==> src/shared/radio_service_status_regs.svh <==
// Register indices, field positions, reset values and counts of the service and status group
`ifndef RADIO_SERVICE_STATUS_REGS_SVH
`define RADIO_SERVICE_STATUS_REGS_SVH
// ******************************
// Register indices (byte address = 4 * index)
// ******************************
`define IDX_IMAGE_CAL 6'h3B
`define IDX_TEMP 6'h3C
`define IDX_LOW_SUPPLY 6'h3D
`define IDX_FLAGS1 6'h3E
`define IDX_FLAGS2 6'h3F
// ******************************
// Field positions
// ******************************
`define BIT_AUTO_CAL 7
`define BIT_CAL_TRIG 6
`define BIT_CAL_RUN 5
`define BIT_DRIFT 3
`define BIT_MON_OFF 0
`define BIT_LS_ON 3
`define BIT_RSSI 3
`define BIT_PREAMBLE 1
`define BIT_SYNC 0
`define BIT_OVERRUN 4
`define BIT_LOW_SUPPLY 0
// ******************************
// Reset values and counts
// ******************************
`define RST_DRIFT_THR 2'h1
`define RST_LS_TRIM 3'h2
`define BUF_FULL_COUNT 7'h42
`define DRIFT_STEP_DEG 8'h05
`define RESP_OKAY 2'h0
`define RESP_SLVERR 2'h2
`endif

==> src/shared/radio_service_status_pkg.sv <==
// Types of the service and status register group
package radio_service_status_pkg;
   typedef enum logic [2:0] {
      MODE_SLEEP = 3'h0,
      MODE_STANDBY = 3'h1,
      MODE_SYNTH = 3'h2,
      MODE_TX = 3'h3,
      MODE_RX = 3'h4
   } mode_t;
   typedef enum logic [0:0] {
      CAL_IDLE = 1'h0,
      CAL_RUN = 1'h1
   } cal_state_t;
   typedef struct packed {
      logic aw_held;
      logic [5:0] aw_idx;
      logic w_held;
      logic [7:0] w_data;
      logic w_strb0;
      logic bvalid;
      logic [1:0] bresp;
      logic rvalid;
      logic [7:0] rdata;
      logic [1:0] rresp;
      cal_state_t cal_state;
      logic cal_start;
      logic auto_en;
      logic [1:0] drift_thr;
      logic mon_off;
      logic mon_on;
      logic ls_on;
      logic [2:0] ls_trim;
      logic [7:0] temp;
      logic [7:0] former_temp;
      logic drift;
      mode_t mode_prev;
      logic f_mode_ready;
      logic f_rx_ready;
      logic f_tx_ready;
      logic f_lock;
      logic f_rssi;
      logic f_timeout;
      logic f_preamble;
      logic f_sync;
      logic f_overrun;
      logic f_sent;
      logic f_payload;
      logic f_crc;
      logic f_low_supply;
      logic flush;
   } state_t;
endpackage : radio_service_status_pkg

==> src/logic/radio_service_status_regs.sv <==
// Service and status registers of the radio: calibration, temperature, low supply, flags
//
// The AXI4-Lite slave port was chosen for this implementation.
`timescale 1ns/1ps
`include "radio_service_status_regs.svh"
module radio_service_status_regs
   import radio_service_status_pkg::*;
(
   input wire logic clk,
   input wire logic arst_n,
   input wire logic [7:0] awaddr,
   input wire logic awvalid,
   output logic awready,
   input wire logic [31:0] wdata,
   input wire logic [3:0] wstrb,
   input wire logic wvalid,
   output logic wready,
   output logic [1:0] bresp,
   output logic bvalid,
   input wire logic bready,
   input wire logic [7:0] araddr,
   input wire logic arvalid,
   output logic arready,
   output logic [31:0] rdata,
   output logic [1:0] rresp,
   output logic rvalid,
   input wire logic rready,
   input wire mode_t mode,
   input wire logic osc_running,
   input wire logic pll_locked,
   input wire logic rssi_sampling,
   input wire logic rx_settled,
   input wire logic pa_ramp_done,
   input wire logic [7:0] signal_strength_value,
   input wire logic [7:0] signal_strength_threshold,
   input wire logic timeout_event,
   input wire logic preamble_event,
   input wire logic sync_event,
   input wire logic packet_mode,
   input wire logic [6:0] buffer_count,
   input wire logic [6:0] buffer_level_threshold,
   input wire logic overrun_event,
   input wire logic packet_sent_event,
   input wire logic payload_last_byte,
   input wire logic crc_enable,
   input wire logic check_autoflush_disable,
   input wire logic crc_good_event,
   input wire logic supply_below,
   input wire logic [7:0] temp_sample,
   input wire logic temp_sample_valid,
   input wire logic calibration_done,
   output logic auto_calibration_enable,
   output logic calibration_start,
   output logic calibration_in_progress,
   output logic temperature_monitor_on,
   output logic low_supply_detector_enable,
   output logic [2:0] low_supply_threshold_trim,
   output logic buffer_flush
);
   // ******************************
   // Helpers
   // ******************************
   // Word index of a byte address
   function automatic logic [5:0] reg_index(input logic [7:0] a);
      return a[7:2];
   endfunction : reg_index

   // True when the index names a register of this group
   function automatic logic idx_mapped(input logic [5:0] i);
      return (i >= `IDX_IMAGE_CAL) && (i <= `IDX_FLAGS2);
   endfunction : idx_mapped

   // Magnitude of the difference of two temperature bytes
   function automatic logic [7:0] abs_diff(input logic [7:0] a, input logic [7:0] b);
      return (a > b) ? 8'(a - b) : 8'(b - a);
   endfunction : abs_diff

   state_t s_reg;
   state_t s_next;
   logic wr_go;
   logic rd_go;
   logic wr_bit_set;
   logic [7:0] wv;
   logic wr_cal;
   logic wr_ls;
   logic wr_f1;
   logic wr_f2;
   logic buf_full;
   logic buf_empty;
   logic buf_level;
   logic mode_change;
   logic leave_rx;
   logic leave_tx;
   logic [7:0] thr_deg;
   logic [7:0] flags1;
   logic [7:0] flags2;
   logic [7:0] rd_val;
   logic payload_ok;
   logic trig_cal;
   logic auto_cal;

   // ******************************
   // Bus handshakes and decode
   // ******************************
   // Address and data are held apart until both are in
   assign awready = !s_reg.aw_held;
   assign wready = !s_reg.w_held;
   assign arready = !s_reg.rvalid;
   assign wr_go = s_reg.aw_held && s_reg.w_held && !s_reg.bvalid;
   assign rd_go = arvalid && !s_reg.rvalid;
   assign wr_bit_set = wr_go && s_reg.w_strb0;
   assign wv = s_reg.w_data;
   assign wr_cal = wr_bit_set && (s_reg.aw_idx == `IDX_IMAGE_CAL);
   assign wr_ls = wr_bit_set && (s_reg.aw_idx == `IDX_LOW_SUPPLY);
   assign wr_f1 = wr_bit_set && (s_reg.aw_idx == `IDX_FLAGS1);
   assign wr_f2 = wr_bit_set && (s_reg.aw_idx == `IDX_FLAGS2);

   // Buffer state flags follow the count directly
   assign buf_full = (buffer_count == `BUF_FULL_COUNT);
   assign buf_empty = (buffer_count == 7'h00);
   assign buf_level = (buffer_count > buffer_level_threshold);

   // Mode transitions
   assign mode_change = (mode != s_reg.mode_prev);
   assign leave_rx = (s_reg.mode_prev == MODE_RX) && (mode != MODE_RX);
   assign leave_tx = (s_reg.mode_prev == MODE_TX) && (mode != MODE_TX);

   // Drift threshold in degrees: step times (code + 1)
   assign thr_deg = 8'((8'(s_reg.drift_thr) + 8'h01) * `DRIFT_STEP_DEG);

   // Payload is ready only when the check passes or is not gating
   assign payload_ok = payload_last_byte &&
      (!crc_enable || check_autoflush_disable || crc_good_event);

   // Calibration launch requests
   assign trig_cal = wr_cal && wv[`BIT_CAL_TRIG] && (mode == MODE_STANDBY);
   assign auto_cal = s_reg.auto_en && s_reg.drift && s_reg.mon_on;

   // Flag bytes as software sees them
   assign flags1 = {s_reg.f_mode_ready, s_reg.f_rx_ready, s_reg.f_tx_ready, s_reg.f_lock,
      s_reg.f_rssi, s_reg.f_timeout, s_reg.f_preamble, s_reg.f_sync};
   assign flags2 = {buf_full, buf_empty, buf_level, s_reg.f_overrun,
      s_reg.f_sent, s_reg.f_payload, s_reg.f_crc, s_reg.f_low_supply};

   // Read multiplexer; trigger and unused bits read as zero
   always_comb begin
      unique case (reg_index(araddr))
         `IDX_IMAGE_CAL: rd_val = {s_reg.auto_en, 1'b0,
            (s_reg.cal_state == CAL_RUN), 1'b0, s_reg.drift, s_reg.drift_thr, s_reg.mon_off};
         `IDX_TEMP: rd_val = s_reg.temp;
         `IDX_LOW_SUPPLY: rd_val = {4'h0, s_reg.ls_on, s_reg.ls_trim};
         `IDX_FLAGS1: rd_val = flags1;
         `IDX_FLAGS2: rd_val = flags2;
         default: rd_val = 8'h00;
      endcase
   end

   // ******************************
   // Next state
   // ******************************
   // All state advances here; set wins over clear for every flag except mode ready, rx ready, tx ready, lock and sent, where the mode condition wins
   always_comb begin
      s_next = s_reg;
      s_next.cal_start = 1'b0;
      s_next.flush = 1'b0;
      s_next.mode_prev = mode;
      // Write channel capture
      if (awvalid && !s_reg.aw_held) begin
         s_next.aw_held = 1'b1;
         s_next.aw_idx = reg_index(awaddr);
      end
      if (wvalid && !s_reg.w_held) begin
         s_next.w_held = 1'b1;
         s_next.w_data = wdata[7:0];
         s_next.w_strb0 = wstrb[0];
      end
      if (wr_go) begin
         s_next.aw_held = 1'b0;
         s_next.w_held = 1'b0;
         s_next.bvalid = 1'b1;
         s_next.bresp = idx_mapped(s_reg.aw_idx) ? `RESP_OKAY : `RESP_SLVERR;
      end else if (s_reg.bvalid && bready) begin
         s_next.bvalid = 1'b0;
      end
      // Read channel
      if (rd_go) begin
         s_next.rvalid = 1'b1;
         s_next.rdata = rd_val;
         s_next.rresp = idx_mapped(reg_index(araddr)) ? `RESP_OKAY : `RESP_SLVERR;
      end else if (s_reg.rvalid && rready) begin
         s_next.rvalid = 1'b0;
      end
      // Writable control fields
      if (wr_cal) begin
         s_next.auto_en = wv[`BIT_AUTO_CAL];
         s_next.drift_thr = wv[2:1];
         s_next.mon_off = wv[`BIT_MON_OFF];
      end
      if (wr_ls) begin
         s_next.ls_on = wv[`BIT_LS_ON];
         s_next.ls_trim = wv[2:0];
      end
      // Monitoring runs outside sleep and standby unless disabled
      s_next.mon_on = !s_reg.mon_off && (mode != MODE_SLEEP) && (mode != MODE_STANDBY);
      if (s_reg.mon_on && temp_sample_valid) begin
         s_next.temp = temp_sample;
      end
      s_next.drift = abs_diff(s_reg.temp, s_reg.former_temp) > thr_deg;
      // Calibration sequencer
      unique case (s_reg.cal_state)
         CAL_IDLE: begin
            if (trig_cal || auto_cal) begin
               s_next.cal_state = CAL_RUN;
               s_next.cal_start = 1'b1;
            end
         end
         CAL_RUN: begin
            if (calibration_done) begin
               s_next.cal_state = CAL_IDLE;
               s_next.former_temp = s_reg.temp;
               s_next.drift = 1'b0;
            end
         end
      endcase
      // Mode readiness
      if (mode_change) begin
         s_next.f_mode_ready = 1'b0;
      end else if ((mode == MODE_SLEEP) || (mode == MODE_STANDBY && osc_running) ||
            (mode == MODE_SYNTH && pll_locked) || (mode == MODE_RX && rssi_sampling) ||
            (mode == MODE_TX && pa_ramp_done)) begin
         s_next.f_mode_ready = 1'b1;
      end
      s_next.f_rx_ready = (mode == MODE_RX) && (s_reg.f_rx_ready || rx_settled);
      s_next.f_tx_ready = (mode == MODE_TX) && (s_reg.f_tx_ready || pa_ramp_done);
      s_next.f_lock = pll_locked && (mode == MODE_SYNTH || mode == MODE_RX ||
         mode == MODE_TX);
      // Receive event flags
      if (leave_rx || (wr_f1 && wv[`BIT_RSSI])) begin
         s_next.f_rssi = 1'b0;
      end
      if (mode == MODE_RX && rssi_sampling &&
            signal_strength_value > signal_strength_threshold) begin
         s_next.f_rssi = 1'b1;
      end
      if (leave_rx || buf_empty) begin
         s_next.f_timeout = 1'b0;
      end
      if (timeout_event) begin
         s_next.f_timeout = 1'b1;
      end
      if (wr_f1 && wv[`BIT_PREAMBLE]) begin
         s_next.f_preamble = 1'b0;
      end
      if (preamble_event) begin
         s_next.f_preamble = 1'b1;
      end
      if (leave_rx || buf_empty || (wr_f1 && !packet_mode && wv[`BIT_SYNC])) begin
         s_next.f_sync = 1'b0;
      end
      if (sync_event) begin
         s_next.f_sync = 1'b1;
      end
      // Buffer, packet and low supply flags
      if (wr_f2 && wv[`BIT_OVERRUN]) begin
         s_next.f_overrun = 1'b0;
         s_next.flush = 1'b1;
      end
      if (overrun_event && mode != MODE_SLEEP) begin
         s_next.f_overrun = 1'b1;
      end
      s_next.f_sent = (mode == MODE_TX) && (s_reg.f_sent || packet_sent_event);
      if (buf_empty) begin
         s_next.f_payload = 1'b0;
         s_next.f_crc = 1'b0;
      end
      if (mode == MODE_RX && payload_ok) begin
         s_next.f_payload = 1'b1;
      end
      if (mode == MODE_RX && crc_good_event) begin
         s_next.f_crc = 1'b1;
      end
      if (wr_f2 && wv[`BIT_LOW_SUPPLY]) begin
         s_next.f_low_supply = 1'b0;
      end
      if (s_reg.ls_on && supply_below) begin
         s_next.f_low_supply = 1'b1;
      end
   end

   // State register
   always_ff @(posedge clk or negedge arst_n) begin
      if (!arst_n) begin
         s_reg <= '0;
         s_reg.drift_thr <= `RST_DRIFT_THR;
         s_reg.ls_trim <= `RST_LS_TRIM;
      end else begin
         s_reg <= s_next;
      end
   end

   // ******************************
   // Outputs
   // ******************************
   assign bvalid = s_reg.bvalid;
   assign bresp = s_reg.bresp;
   assign rvalid = s_reg.rvalid;
   assign rresp = s_reg.rresp;
   assign rdata = {24'h000000, s_reg.rdata};
   assign auto_calibration_enable = s_reg.auto_en;
   assign calibration_start = s_reg.cal_start;
   assign calibration_in_progress = (s_reg.cal_state == CAL_RUN);
   assign temperature_monitor_on = s_reg.mon_on;
   assign low_supply_detector_enable = s_reg.ls_on;
   assign low_supply_threshold_trim = s_reg.ls_trim;
   assign buffer_flush = s_reg.flush;
endmodule : radio_service_status_regs

==> config.mk <==
export PLATFORM = sky130hd
export DESIGN_NAME = radio_service_status_regs
export DESIGN_NICKNAME = d
export VERILOG_FILES = /design/src/shared/radio_service_status_pkg.sv /design/src/logic/radio_service_status_regs.sv
export VERILOG_INCLUDE_DIRS = /design/src /design/src/shared
export SDC_FILE = /design/constraint.sdc
export NUM_CORES = 1
export LEC_CHECK = 0
export BUFFER_PORTS_ARGS = -buffer_cell sky130_fd_sc_hd__buf_4
export CAP_MARGIN = 30
export CORE_MARGIN = 4
export CORE_UTILIZATION = 31
export DETAILED_ROUTE_END_ITERATION = 16
export PLACE_DENSITY = 0.55
export SYNTH_ARGS = -nofsm -noshare
export SYNTH_HDL_FRONTEND = slang
export SYNTH_SLANG_ARGS = --single-unit
==> constraint.sdc <==
create_clock -name clk -period 4.9 [get_ports clk]
set_input_delay 0.245 -clock clk [delete_from_list [all_inputs] [get_ports clk]]
set_output_delay 0.245 -clock clk [all_outputs]
set_load 0.1 [all_outputs]
==> results of run 1 <==
-- Yosys cell counts (8+ instances only) --
library cell / instances
nand3_1: 8
buf_4: 40
o21ai_0: 26
a21oi_1: 12
nor2_1: 16
ha_1: 39
inv_1: 47
o21a_1: 8
a21o_1: 12
dfrtp_1: 71
nand2_1: 39
mux2_2: 30
-- power by group --
| group | internal (uW) | switching (uW) | leakage, uW |
|---|---|---|---|
| Clock | 438 | 243 | 0.000156 |
| Sequential | 784 | 162 | 0.000886 |
| Combinational | 730 | 1100 | 0.00179 |
-- metal layers --
metal	up-vias	track usage [%]	routed length, um
li1	1731	-	-
met1	1662	15.8	4550
met2	101	22.8	5680
met3	13	5.16	853
met4	0	4.16	187
met5	-	0	0
-- worst max path at each step --
stage / start / to / depth (start not counted)
finish: s_reg[26] / s_reg[17] / 17
global route: s_reg[26] / s_reg[17] / 17
CTS: s_reg[26] / s_reg[17] / 17
detailed placement: s_reg[26] / s_reg[17] / 17
global placement: s_reg[26] / s_reg[17] / 17
floorplan: s_reg[26] / s_reg[17] / 18
-- cell type report --
cell class / instances / area [um^2]
Inverter: 47 / 176
Fill cell: 1403 / 8880
Timing Repair Buffer: 110 / 823
Clock buffer: 13 / 270
Clock inverter: 3 / 47.5
Tap cell: 184 / 230
Multi-Input combinational cell: 312 / 2330
Sequential cell: 73 / 1830
-- layout by cell type (no fill, tap or decap), drive strengths merged, types with 8 or more instances in the layout --
cell type / instances
a21o: 13
a21oi: 14
buf: 110
clkbuf: 13
conb: 26
dfrtp: 71
ha: 39
inv: 47
mux2: 31
nand2: 39
nand3: 8
nor2: 16
o21a: 8
o21ai: 26
-- worst max-delay path, delay by kind of cell, from the launching register on --
kind            cells  cell delay, ns
compound gates     10            1.74
mux                 1            0.35
fa+ha+maj           3            0.81
buf+inv             2            0.14
simple gates        1            0.13
flops               1            0.41
-- logic make-up (layout without fill, tap and decap cells) --
group	Yosys count	count (layout)	share of synthesized area [%]
adder cells (fa/ha/maj)	41	41	11.4
XOR/XNOR	9	9	1.70
other	1	26	0.0811
buffers and inverters	101	173	12.0
flip-flops	73	73	39.6
AO/OA/AOI/OAI	98	98	14.2
AND/OR/NAND/NOR	96	96	9.96
multiplexers	42	42	11.1
-- metrics by stage --
stage | total power (uW) | hold WS, ns | setup slack (ns)
detailed placement | 2790 | 0.427 | 1.20
CTS | 3490 | 0.0787 | 1.17
floorplan | 2440 | -0.0506 | 1.46
global placement | 2740 | 0.424 | 1.24
global route | 3720 | 0.0781 | 0.960
finish | 3450 | 0.0618 | 1.18
==> impl_metrics.yaml, run 1 <==
run_status:
  status: "finished clean"
finish:
  diodes: 0
  final_area_um2: 5710
  largest_reg_flops: 32
  final_nets: 712
  areaGrowthSynthToFinish_pct: 23.5
  layout.cells.non_filler: 742
  final_layout_size_suffix_gt1_share_pct: 29.9
  fin_util_pct: 39.1
logic_synthesis:
  synth_edf_count: 0
  synthArstFlopShare_pct: 100
  ys_seq_area_share_pct: 39.6
  yosys.area.top_type: "dfrtp_1"
  synth_ff_type: "dfrtp_1"
  syn_avg_cell_area_um2: 10.0
  netlist.area_leader.share_pct: 38.4
  yosysUniqueCellTypes: 56
  ys.warnings.count: 0
  syn_inst: 461
  synth_area_leaders: "dfrtp_1 (38%), ha_1 (11%), mux2_2 (7.3%), buf_4 (6.5%), inv_1 (3.8%)"
  synthesis.area_um2: 4620
  synth-seq-cells: 73
timing:
  slew_violations: 0
  setup_tns_ns: 0
  setup_viol: 0
  fin_crit_sh_pct: 75.9
  slew-limit-headroom_pct: 39.3
  finalHoldViolCount: 0
  worst_slew_pin_slew_ns: 0.910
  fmax_mhz: 269
  fin_crit_ns: 3.72
  rsz0062_at_grt: "no"
  clock_skew_ns: 0.00672
worst_setup_path:
  path_common_cell: "o21a_1"
  worstReg2RegStart: "s_reg[26]"
  cp_slowest_cell: "dfrtp_1"
  crit_required_ns: 5.09
  critical_path.cell_chain: "inv_1 -> ha_1 -> inv_1 -> fa_1 -> a21o_1 -> a21oi_2 -> o22ai_1 -> o22a_1 -> mux2_2 -> ha_1 -> nor2b_1 -> o21a_1 -> o21a_1 -> o21a_1 -> o21a_1 -> o22ai_1 -> a32oi_1"
  path_class: "flop to flop"
  cp.arrival_ns: 3.91
  ff2ff_path_depth: 17
  r2r_slack_ns: 1.18
  slowest_delay_ns: 0.41
  startpoint_type: "flop"
  cp_max_fo: 11
  crit_path_end_kind: "flop"
  reg2reg_to: "s_reg[17]"
floorplanning:
  dieArea_um2: 16900
  rows: 44
  initial_core_util_pct: 31.7
  die_h_um: 130
  pin_count: 168
  core-area_um2: 14600
  die_w_um: 130
detailed_routing:
  wire_per_inst_um: 15.2
  antenna_left: 0
  drc: 0
  drt_iter0_markers: 103
  wl_um: 11300
  vias_per_cell: 4.73
  drt_pass1_iterations: 4
  vias: 3507
min_path:
  hold_path_class: "input pin to asynchronous set/reset pin"
clocking:
  cts.clk_slew.worst_paths_ns: 0.06
  cts.sinks: 73
  clk_path_buf_depth: 2
  htreeDepth: 3
  hold_buffers: 0
  cts_buffers: 9
  root_buffer: "clkbuf_16"
  post_cts_buffers: 0
  tritoncts: "built"
  post_cts_resized: 0
  clock_latency_ns: 0.33
placement:
  portBuffers: 109
  place_inst: 726
  routabilityCongestion: 0.834
  hpwl_um: 9180
  place_area_um2: 5390
grt:
  grt_max_degree: 74
  overflow: 0
  grt_pass1_vias: 3619
  antenna_found_initial: 0
  grt_pass1_wl_um: 17800
  track_usage_pct: 13.5
power:
  leakagePower_uw: 0.00283
  peakVddDrop_mv: 0.479
  p_per_area_nw_per_um2: 605
flow_run:
  drv_cap: 0
Note: power is estimated with default switching activity, not from simulation.
==> inputs of run 2 (changes only) <==
Settings changed: PLACE_DENSITY 0.55 to 0.57.
Clock period 4.9 ns to 3.2 ns, I/O delays scaled along.
==> impl_metrics.yaml, run 2 (synthesized netlist as in run 1, its figures left out) <==
finish:
  final_cell_mix: "buf_4 (126), dfrtp_1 (71), inv_1 (47)"
  diodes: 0
  final_layout_size_suffix_gt1_share_pct: 32.2
  layout.cells.non_filler: 761
  largest_reg_flops: 32
  fill_cells: 1401
  areaGrowthSynthToFinish_pct: 27.2
  final_common_cell: "buf_4"
  final_nets: 731
floorplanning:
  initial_core_util_pct: 31.7
  die_w_um: 130
  die_h_um: 130
  pin_count: 168
  core-area_um2: 14600
  rows: 44
  dieArea_um2: 16900
clocking:
  tritoncts: "built"
  cts_buffers: 9
  htreeDepth: 3
  cts.clk_slew.worst_paths_ns: 0.06
  root_buffer: "clkbuf_16"
  cts.sinks: 73
  clock_latency_ns: 0.33
  clk_path_buf_depth: 2
  post_cts_buffers: 0
detailed_routing:
  drt_pass1_iterations: 4
  wl_um: 11900
  vias: 3641
  drt_iter0_markers: 164
  drc: 0
  wire_per_inst_um: 15.6
  vias_per_cell: 4.78
  antenna_left: 0
worst_setup_path:
  cp_slowest_cell: "dfrtp_1"
  crit_path_end_kind: "flop"
  crit_required_ns: 3.39
  startpoint_type: "flop"
  critical_path.cell_chain: "inv_1 -> ha_1 -> inv_1 -> fa_2 -> a21o_1 -> a21oi_2 -> o22ai_1 -> o22a_1 -> mux2_2 -> ha_4 -> nor2b_1 -> o21a_1 -> o21a_1 -> o21a_1 -> o21a_1 -> o22ai_1 -> a32oi_1"
  path_class: "flop to flop"
  cp_max_fo: 3
  slowest_delay_ns: 0.38
  cp.arrival_ns: 3.52
  path_common_cell: "o21a_1"
grt:
  overflow: 0
  antenna_found_initial: 0
  grt_pass1_vias: 3767
  grt_max_degree: 74
  grt_pass1_wl_um: 18900
  track_usage_pct: 14.3
timing:
  whs_ns: 0.00987
  fin_crit_sh_pct: 104
  slew-limit-headroom_pct: 41.0
  clock_skew_ns: 0.00731
  finalHoldViolCount: 0
  slew_violations: 0
  worst_slew_pin_slew_ns: 0.878
  setup_viol: 1
  fmax_mhz: 300
  fin_crit_ns: 3.33
  rsz0062_at_grt: "yes"
  worst_slack_ns: -0.128
placement:
  hpwl_um: 9620
  place_inst: 742
  portBuffers: 109
  routabilityCongestion: 0.824
run_status:
  violations: "negative setup slack"
  status: "complete, but fails checks"
min_path:
  hold_path_class: "input pin to flop"
power:
  pwr-share-clk_pct: 18.7
  leakagePower_uw: 0.00291
  p_seq_share_pct: 25.8
  sw_frac_of_total_pct: 43.4
  intPower_uw: 3110
  peakVddDrop_mv: 0.476
  p_sw_uw: 2390
  p_per_area_nw_per_um2: 934
  comb_power_share_pct: 55.4
flow_run:
  drv_cap: 0
==> run 2: cell count changes in the layout (fill, tap and decap cells not counted), moves of 2 or more <==
| cell | delta |
|---|---|
| clkbuf_8 | -2 |
| clkinvlp_4 | +2 |
| buf_4 | +17 |
| dlygate4sd3_1 | +2 |
==> run 2: critical path, delay by kind of cell, from the launching register on <==
family / cells / cell delay (ns)
compound gates: 10 / 1.52
fa+ha+maj: 3 / 0.73
flops: 1 / 0.38
mux: 1 / 0.32
buf+inv: 2 / 0.13
simple gates: 1 / 0.12
==> run 2: worst paths after layout <==
check | cells after the start | start | slack, ns | to
min in group asynchronous | 2 | arst_n | 0.16 | s_reg[74]
hold reg to reg | 1 | s_reg[39] | 0.48 | temperature_monitor_on
hold / removal | 2 | bready | 0.01 | bvalid
setup reg to reg | 17 | s_reg[26] | -0.13 | s_reg[17]
setup / recovery | 17 | s_reg[26] | -0.13 | s_reg[17]
max in group asynchronous | 3 | arst_n | 2.47 | s_reg[40]
==> run 2: layer usage <==
| layer | share of wire [%] | routed length [um] | vias to the layer above | global-route usage [%] |
|---|---|---|---|---|
| met3 | 7.4 | 881 | 18 | 4.38 |
| met4 | 2.3 | 270 | 0 | 4.71 |
| met5 | 0 | 0 | - | 0 |
| li1 | - | - | 1763 | - |
| met2 | 50 | 5890 | 112 | 24.5 |
| met1 | 41 | 4810 | 1748 | 17.0 |
==> run 2: area by class of cell <==
type	count	area [um^2]	share of cell area, %
multi-input combinational	312	2350	39.9
clock buffer	11	243	4.13
inverter	47	176	3.00
tap	184	230	3.91
clock inverter	5	62.6	1.06
sequential	73	1830	31.1
timing repair buffer	129	993	16.9
==> run 2: repair_timing <==
item / 4_1_cts / 5_1_grt
resized for setup: 0 / 0
endpoints found under the hold margin: 1 / 71
hold buffers: 1 / 1
setup endpoints to repair: 1 / 1
==> run 2: power groups by stage <==
| stage | Sequential, uW | Clock (uW) | Combinational (uW) |
|---|---|---|---|
| 5_1_grt | 1460 | 1090 | 3330 |
| 3_3_place_gp | 1430 | 0 | 2940 |
| 6_report | 1420 | 1030 | 3050 |
| 2_1_floorplan | 1570 | 0 | 2190 |
| 3_5_place_dp | 1440 | 0 | 3030 |
| 4_1_cts | 1420 | 1050 | 3050 |
==> run 2: metrics by stage <==
step / setup TNS, ns / area [um^2] / power (uW) / worst slack, ns / util, %
3_3_place_gp: -0.0173 / 5530 / 4370 / -0.0173 / 37.9
5_1_grt: -0.253 / 5880 / 5880 / -0.253 / 40.3
3_5_place_dp: -0.128 / 5530 / 4470 / -0.128 / 37.9
4_1_cts: -0.125 / 5840 / 5530 / -0.125 / 40.1
2_1_floorplan: -0.124 / 4730 / 3770 / -0.124 / -
6_report: -0.128 / 5880 / 5490 / -0.128 / 40.3
